<file path="src/psc_pkg.sv">
// ==========================================================
// strap capture constants
package psc_pkg;

    // ==========================================================
    // apb
    localparam int APB_DATA_W = 32;
    localparam int APB_ADDR_W = 12;
    localparam int WORD_SHIFT = 2;

    // register indices; the byte address is the index times four
    localparam logic [7:0] IDX_SIMM_LOW = 8'h4A;
    localparam logic [7:0] IDX_SIMM_HIGH = 8'h4B;
    localparam logic [7:0] IDX_CLK_DIV = 8'h4C;
    localparam logic [7:0] IDX_HOST_PLL = 8'h5F;

    // ==========================================================
    // strap line ranges
    localparam int STRAP_W = 27;
    localparam int LOW_LSB = 0;
    localparam int HIGH_LSB = 8;
    localparam int DIV_LSB = 16;
    localparam int DIV_W = 5;
    localparam int PLL_LSB = 21;
    localparam int PLL_W = 6;
    localparam int CFG_W = 8;

    // ==========================================================
    // fields
    localparam int DIV_SEL_BIT = 1;
    localparam int PLL_CODE_LSB = 3;
    localparam int PLL_CODE_W = 3;
    localparam logic [2:0] PLL_CODE_25 = 3'h3;
    localparam logic [2:0] PLL_CODE_50 = 3'h4;
    localparam logic [2:0] PLL_CODE_60 = 3'h5;
    localparam logic [2:0] PLL_CODE_66 = 3'h6;
    localparam logic [2:0] PLL_CODE_75 = 3'h7;

    // pci clock divisors, as a terminal count of a 2-bit counter
    localparam logic [1:0] DIV2_LAST = 2'h1;
    localparam logic [1:0] DIV3_LAST = 2'h2;

    // ==========================================================
    // types
    typedef struct packed {
        logic [7:0] simmLow;
        logic [7:0] simmHigh;
        logic [4:0] clkDiv;
        logic [5:0] hostPll;
    } psc_straps_s;

    typedef enum logic [2:0] {
        PLL_RESERVED,
        PLL_25MHZ,
        PLL_50MHZ,
        PLL_60MHZ,
        PLL_66MHZ,
        PLL_75MHZ
    } psc_pll_freq_e;

endpackage

</file>
<file path="src/psc_strap_capture.sv">
`timescale 1ns/1ns
module psc_strap_capture #(
    parameter int ADDR_W = psc_pkg::APB_ADDR_W
)
(
    // clock and reset
    input wire logic clk,
    input wire logic resetn,
    // board strap levels on the memory data lines
    input wire logic [psc_pkg::STRAP_W-1:0] memoryDataStrapLines,
    // apb slave
    input wire logic psel,
    input wire logic penable,
    input wire logic pwrite,
    input wire logic [ADDR_W-1:0] paddr,
    input wire logic [psc_pkg::APB_DATA_W-1:0] pwdata,
    output logic [psc_pkg::APB_DATA_W-1:0] prdata,
    output logic pready,
    output logic pslverr,
    // clocking controls
    output logic strapsValid,
    output logic pciClockOutput,
    output logic [psc_pkg::PLL_CODE_W-1:0] hostPllCode,
    output psc_pkg::psc_pll_freq_e hostPllFreq
);

    // ==========================================================
    // parameter check
    generate
        if (ADDR_W < 10)
        begin : gAddrCheck
            $error("ADDR_W too small for the strap register map");
        end
    endgenerate

    // ==========================================================
    // capture
    psc_pkg::psc_straps_s straps_ff;
    logic captured_ff;

    // async reset only loads constants, so the straps are caught at the
    // first edge after release while the board still presents them
    always_ff @(posedge clk or negedge resetn)
    begin
        if (!resetn)
        begin
            captured_ff <= 1'b0;
            straps_ff <= '0;
        end
        else if (!captured_ff)
        begin
            captured_ff <= 1'b1;
            straps_ff.simmLow <= memoryDataStrapLines[psc_pkg::LOW_LSB +: psc_pkg::CFG_W];
            straps_ff.simmHigh <= memoryDataStrapLines[psc_pkg::HIGH_LSB +: psc_pkg::CFG_W];
            straps_ff.clkDiv <= memoryDataStrapLines[psc_pkg::DIV_LSB +: psc_pkg::DIV_W];
            straps_ff.hostPll <= memoryDataStrapLines[psc_pkg::PLL_LSB +: psc_pkg::PLL_W];
        end
    end
    // lines above bit 26 are not even ports: nothing may hang off them

    always_ff @(posedge clk or negedge resetn)
    begin
        if (!resetn)
            strapsValid <= 1'b0;
        else
            strapsValid <= captured_ff;
    end

    // ==========================================================
    // pci clock output divider
    // simm bits (lines 15..0) feed only the read path, never DRAM timing
    logic [1:0] divCnt_ff;
    logic [1:0] divLast;

    assign divLast = straps_ff.clkDiv[psc_pkg::DIV_SEL_BIT] ?
        psc_pkg::DIV3_LAST : psc_pkg::DIV2_LAST;

    always_ff @(posedge clk or negedge resetn)
    begin
        if (!resetn)
            divCnt_ff <= 2'h0;
        else if (!captured_ff || divCnt_ff >= divLast)
            divCnt_ff <= 2'h0;
        else
            divCnt_ff <= divCnt_ff + 2'h1;
    end

    // high for the first cycle of each period; duty is 1/2 or 1/3
    always_ff @(posedge clk or negedge resetn)
    begin
        if (!resetn)
            pciClockOutput <= 1'b0;
        else
            pciClockOutput <= captured_ff && (divCnt_ff == 2'h0);
    end

    // ==========================================================
    // host synthesizer select
    logic [psc_pkg::PLL_CODE_W-1:0] pllCode;
    psc_pkg::psc_pll_freq_e nxt_pllFreq;

    assign pllCode = straps_ff.hostPll[psc_pkg::PLL_CODE_LSB +: psc_pkg::PLL_CODE_W];

    always_comb
    begin
        case (pllCode)
            psc_pkg::PLL_CODE_25: nxt_pllFreq = psc_pkg::PLL_25MHZ;
            psc_pkg::PLL_CODE_50: nxt_pllFreq = psc_pkg::PLL_50MHZ;
            psc_pkg::PLL_CODE_60: nxt_pllFreq = psc_pkg::PLL_60MHZ;
            psc_pkg::PLL_CODE_66: nxt_pllFreq = psc_pkg::PLL_66MHZ;
            psc_pkg::PLL_CODE_75: nxt_pllFreq = psc_pkg::PLL_75MHZ;
            default: nxt_pllFreq = psc_pkg::PLL_RESERVED;
        endcase
    end

    always_ff @(posedge clk or negedge resetn)
    begin
        if (!resetn)
        begin
            hostPllCode <= '0;
            hostPllFreq <= psc_pkg::PLL_RESERVED;
        end
        else
        begin
            hostPllCode <= pllCode;
            hostPllFreq <= nxt_pllFreq;
        end
    end

    // ==========================================================
    // apb register read
    logic [ADDR_W-psc_pkg::WORD_SHIFT-1:0] wordIdx;
    logic hit;
    logic [psc_pkg::CFG_W-1:0] rdByte;
    logic setup;

    assign wordIdx = paddr[ADDR_W-1:psc_pkg::WORD_SHIFT];
    assign setup = psel && !penable;

    always_comb
    begin
        hit = 1'b1;
        rdByte = '0;
        case (wordIdx)
            (ADDR_W-psc_pkg::WORD_SHIFT)'(psc_pkg::IDX_SIMM_LOW): rdByte = straps_ff.simmLow;
            (ADDR_W-psc_pkg::WORD_SHIFT)'(psc_pkg::IDX_SIMM_HIGH): rdByte = straps_ff.simmHigh;
            (ADDR_W-psc_pkg::WORD_SHIFT)'(psc_pkg::IDX_CLK_DIV): rdByte = {3'h0, straps_ff.clkDiv};
            (ADDR_W-psc_pkg::WORD_SHIFT)'(psc_pkg::IDX_HOST_PLL): rdByte = {2'h0, straps_ff.hostPll};
            default: hit = 1'b0;
        endcase
    end

    // answer lands one cycle after setup; writes are refused, registers stay
    always_ff @(posedge clk or negedge resetn)
    begin
        if (!resetn)
        begin
            pready <= 1'b0;
            pslverr <= 1'b0;
            prdata <= '0;
        end
        else
        begin
            pready <= setup;
            pslverr <= setup && (pwrite || !hit);
            if (setup && !pwrite && hit)
                prdata <= {{(psc_pkg::APB_DATA_W-psc_pkg::CFG_W){1'b0}}, rdByte};
            else
                prdata <= '0;
        end
    end

    // pwdata is accepted on the bus but nothing here is writable
    logic unusedWdata;
    assign unusedWdata = ^pwdata;

endmodule

</file>
<file path="config.mk">
export PLATFORM = sky130hd
export DESIGN_NAME = psc_strap_capture
export DESIGN_NICKNAME = d
export VERILOG_FILES = /design/src/psc_pkg.sv /design/src/psc_strap_capture.sv
export SDC_FILE = /design/constraint.sdc
export NUM_CORES = 1
export LEC_CHECK = 0
export CORE_UTILIZATION = 56
export DETAILED_ROUTE_END_ITERATION = 7
export DONT_BUFFER_PORTS = 1
export HOLD_SLACK_MARGIN = 0.03
export PLACE_DENSITY = 0.72
export SYNTH_ARGS = -nofsm -noshare
export SYNTH_HDL_FRONTEND = slang
export SYNTH_SLANG_ARGS = --single-unit
</file>
<file path="constraint.sdc">
create_clock -name clk -period 1.3 [get_ports clk]
set_clock_uncertainty 0.05 [all_clocks]
set_input_delay 0.065 -clock clk [delete_from_list [all_inputs] [get_ports clk]]
set_output_delay 0.065 -clock clk [all_outputs]
set_load 0.02 [all_outputs]
</file>
== Word-level counts from Yosys, hierarchy flattened ==
Index checks and enable logic that the tools add are counted.
Operators by class
  $add $sub $neg: 1
  $lt $le $gt $ge: 1
  equal/unequal tests: 9
  mux-type cells: 6
  reductions and logical operators: 13
Operators with widths (count)
  10-bit by 7-bit == test with 1-bit output, second input constant: 4
  8-bit case mux with 4 select lines: 1
  3-bit case mux with 5 select lines: 1
  3-bit == test, second input constant: 4
  8-bit 2-to-1 mux: 1
  1-bit logical AND: 5
  1-bit logical NOT: 4
  2-bit 2-to-1 mux: 2
  4-bit OR reduction: 1
  3-bit by 2-bit == test with 1-bit output, second input constant: 1
  2-bit by 1-bit adder with 2-bit output, second input constant: 1
  2-bit >= comparator: 1
  2-bit logical NOT: 1
  1-bit logical OR: 2
  1-bit 2-to-1 mux: 1
Word-level totals
  register bits after elaboration: 48
  input bits: 76
  word-level logic and storage cells: 43

== Logic depth before layout (Yosys ltp) ==
  word-level depth: 6
  mapped depth: 5
  mapped depth without buffers: 5

== Least setup slack after synthesis ==
OpenSTA, ideal clock, no wires.
  kind: input to register
  start: input paddr[9]
  end: register prdata[0] in the netlist's numbering
  library setup time: 67 ps
  arrival: 1162 ps
  data required time: 1183 ps
  path slack: 21 ps
  stages on the path: 4
  cell sequence: nor4b_1 -> nand2_2 -> a2111oi_4 -> and2_1
Between the ends
  word-level cells in the longest chain between the ends: 5
Ends and longest elaborated chain
  from (decl): line psc_strap_capture.sv:15  | input wire logic [ADDR_W-1:0] paddr,
  10-bit by 7-bit == test with 1-bit output: line psc_strap_capture.sv:144  | case (wordIdx)
  4-bit OR reduction (no source line)
  1-bit 2-to-1 mux: line psc_strap_capture.sv:144
  1-bit logical AND: line psc_strap_capture.sv:166  | if (setup && !pwrite && hit)
  8-bit 2-to-1 mux (*): line psc_strap_capture.sv:166
  to (signal assigned): line psc_strap_capture.sv:167  | prdata <= {{(psc_pkg::APB_DATA_W-psc_pkg::CFG_W){1'b0}}, rdByte};
  to (decl): line psc_strap_capture.sv:17  | output logic [psc_pkg::APB_DATA_W-1:0] prdata,
Every way passes the cells marked *; elsewhere a longest branch is shown, timed or not.
A chain may end at the register's enable or synchronous reset.

== Worst setup path in the final report ==
  start: register straps_ff[7] in the netlist's numbering
  end: register divCnt_ff[0]
Between the ends
  word-level cells in the longest chain between the ends: 4
Ends and longest elaborated chain
  from (decl): line psc_strap_capture.sv:38  | psc_pkg::psc_straps_s straps_ff;
  2-bit 2-to-1 mux: line psc_strap_capture.sv:75  | assign divLast = straps_ff.clkDiv[psc_pkg::DIV_SEL_BIT] ?
  2-bit >= comparator: line psc_strap_capture.sv:82  | else if (!captured_ff || divCnt_ff >= divLast)
  1-bit logical OR: line psc_strap_capture.sv:82
  2-bit 2-to-1 mux: line psc_strap_capture.sv:82
  to (signal assigned): line psc_strap_capture.sv:85  | divCnt_ff <= divCnt_ff + 2'h1;
  to (decl): line psc_strap_capture.sv:72  | logic [1:0] divCnt_ff;
No other way between the ends.

==> impl_metrics.json <==
{
  "critical_path.cell_chain": "inv_1 -> ha_1 -> o21ai_2 -> nor4bb_4",
  "instance_area_after_placement_um2": 2220,
  "routed_wire_length_per_instance_um": 16.1,
  "io_pins": 118,
  "track_usage_pct": 21.9,
  "number_of_buffers_inserted_during_clock_tree_synthesis": 5,
  "site_rows": 22,
  "synth_ff_type": "sky130_fd_sc_hd__dfrtp_1",
  "place.gp.congestion": 0.747,
  "detail_route.wirelength_um": 4180,
  "seq_power_share_pct": 54.8,
  "synthCells": 166,
  "yosysWarnings": 0,
  "startpoint_type": "flip-flop",
  "worst_hold_path_type": "in2reg",
  "p_int_uw": 2360,
  "slew_of_the_pin_with_the_lowest_slew_margin_ns": 0.874,
  "finalInstanceArea_um2": 2750,
  "finish.utilization_pct": 74.0,
  "drc": 0,
  "grt_antenna_before_repair": 0,
  "maxCapViolCount": 0,
  "dp_hpwl_um": 2820,
  "portBuffers": 0,
  "rsz_0062_raised_after_global_routing": "yes",
  "max-vdd-ir-drop_mv": 0.776,
  "die_height_um": 64.7,
  "synth-edff-count": 0,
  "slew_headroom_pct": 41.6,
  "initial_core_util_pct": 59.3,
  "worstPathMaxFanout": 3,
  "timing_max_transition_violations_final": 0,
  "required_ns": 1.45,
  "post-route-min-period_ns": 1.24,
  "viasPerCell": 5.18,
  "finalCritPeriodShare_pct": 95.2,
  "cts.path.max_buffers": 2,
  "post_synth_num_cell_types": 34,
  "synth.area.top_cells": "sky130_fd_sc_hd__dfrtp_1 55%, sky130_fd_sc_hd__mux2_2 9.7%, sky130_fd_sc_hd__buf_4 8.2%, sky130_fd_sc_hd__mux2_1 7.7%, sky130_fd_sc_hd__and2_1 2.0%",
  "post_synth_top_area_share_pct": 54.5,
  "cp.arrival_ns": 1.39,
  "netlist_area_um2": 2200,
  "worst_path_max_delay_cell": "sky130_fd_sc_hd__dfrtp_1",
  "yosys_register_bits": 48,
  "max_clock_freq_mhz": 808,
  "outcome": "completed",
  "layout-drive-gt1-share_pct": 23.6,
  "power.share.combinational_pct": 15.8,
  "die_width_um": 64.7,
  "grt.overflow.total": 0,
  "clk-insertion-delay-late_ns": 0.29,
  "postRouteAntennaNets": 0,
  "antennaDiodeCount": 0,
  "grt_max_degree": 49,
  "firstDrtPassIters": 4,
  "crit_type": "reg2reg",
  "floorplan.die_area_um2": 4190,
  "synth_top_area_cell": "sky130_fd_sc_hd__dfrtp_1",
  "endpoint_kind_of_the_worst_setup_timing_path": "flip-flop",
  "placeableCoreArea_um2": 3720,
  "timing.critical_path.buf_inv": 1,
  "h-tree-depth": 2,
  "number_of_global_route_vias_before_repair": 1433,
  "dr_total_vias": 1347,
  "power.switching_uw": 805,
  "p_leak_uw": 0.00121,
  "power_density_nw_per_um2": 1150,
  "synthToLayoutAreaGrowth_pct": 24.9,
  "cpPeakStageDelay_ns": 0.39,
  "commonest_cells_after_routing_fill_and_taps_aside": "48 x sky130_fd_sc_hd__dfrtp_1, 35 x sky130_fd_sc_hd__dlygate4sd3_1, 25 x sky130_fd_sc_hd__conb_1, 19 x sky130_fd_sc_hd__mux2_2, 15 x sky130_fd_sc_hd__mux2_1",
  "asyncSetResetFlopFracSynth_pct": 100,
  "fin_nets": 291,
  "cts.reportedPaths.clkPinSlew_ns": 0.08,
  "cts_tree": "built",
  "setup_viol": 0,
  "yosysSeqAreaShare_pct": 54.5,
  "final_common_cell": "sky130_fd_sc_hd__dfrtp_1",
  "power_switching_share_pct": 25.5,
  "final_number_of_hold_violating_endpoints": 0,
  "synthesis.area_per_instance_um2": 13.3,
  "cts_num_sinks": 48,
  "violation_count_after_the_first_detailed_routing_iteration": 61,
  "clockRootBuffer": "sky130_fd_sc_hd__clkbuf_8",
  "path_delay_family": "flip-flops",
  "power.clock.fraction_pct": 29.4,
  "grt_first_pass_wirelength_um": 6640
}
[Yosys cell counts, drive strengths merged (2+ instances only)]
| master | count |
|---|---|
| a211oi | 2 |
| a22oi | 5 |
| and2 | 7 |
| and3 | 3 |
| buf | 25 |
| clkbuf | 3 |
| conb | 2 |
| dfrtp | 48 |
| ha | 3 |
| inv | 5 |
| mux2 | 34 |
| nand2 | 3 |
| nor2 | 3 |
| nor2b | 2 |
| nor4b | 2 |
| o21a | 2 |
| o21ai | 2 |
| o2bb2ai | 5 |
[registers in the layout, indices dropped and copies added, names as in the netlist, 2 cells and up]
name	flops
straps_ff	24
hostPllFreq	3
divCnt_ff	2
prdata	8
hostPllCode	3
pllCode	3
[metal layers]
layer	global-route usage (%)	share of wire, %	up-vias
li1	-	-	622
met1	24.4	38	670
met2	38.5	55	48
met3	7.04	5.9	7
met4	8.06	1.3	0
met5	0	0	-
[cell families (layout without fill, tap and decap cells)]
group | Yosys count | count (layout) | share of synthesized area, %
AOI/OAI and AO/OA | 18 | 18 | 7.50
adders and majority gates | 3 | 3 | 1.70
other | 2 | 25 | 0.341
and+or+nand+nor | 28 | 28 | 8.80
muxes | 34 | 34 | 17.4
DFF | 48 | 48 | 54.5
buffers and inverters | 33 | 56 | 9.77
[stage by stage]
step / TNS [ns] / worst slack (ns) / power [µW] / hold slack, ns / std cells
after floorplan: 0 / 0.0210 / 2060 / -0.281 / 189
after global placement: -0.0501 / -0.0143 / 2050 / -0.280 / 216
after detailed placement: -0.215 / -0.0455 / 2080 / -0.280 / 216
after CTS: 0 / 0.00375 / 3140 / -0.0733 / 257
after global routing: -0.0264 / -0.0239 / 3310 / 0.0371 / 260
final: 0 / 0.0628 / 3160 / 0.0356 / 260
[tightest hold or removal path: stages]
cell,delay (ns)
sky130_fd_sc_hd__or4b_4,0.13
sky130_fd_sc_hd__a211oi_1,0.06
sky130_fd_sc_hd__nor2_1,0.08
[worst paths after layout]
check,start,cells past startpoint,slack (ns),endpoint
worst min register to register,pllCode[0],0,0.41,hostPllCode[0]
max in group asynchronous,resetn,2,0.77,hostPllCode[1]
worst min-delay path,paddr[6],3,0.04,pslverr
worst max register to register,straps_ff[7],4,0.06,divCnt_ff[0]
min in group asynchronous,resetn,2,0.22,prdata[5]
worst max-delay path,straps_ff[7],4,0.06,divCnt_ff[0]
[final cells by class]
cell class	instances	area, µm²
clock buffer	7	96.3
fill	274	965
sequential	48	1200
timing repair buffer	44	450
multi-input combinational	108	925
inverter	5	18.8
tap	48	60.1
[power by group through the flow]
stage | combinational, µW | sequential, µW | clock [µW]
final | 498 | 1730 | 930
after global routing | 553 | 1750 | 1010
after CTS | 445 | 1730 | 960
after detailed placement | 316 | 1760 | 0
after global placement | 294 | 1750 | 0
after floorplan | 320 | 1740 | 0
[repair_timing]
action,CTS,global route
hold buffers,34,2
gates resized for setup,2,8
endpoints found under the hold margin,85,2
buffers inserted,0,1
endpoints found under the setup margin,1,7
Note: power is estimated with default switching activity, not from simulation.
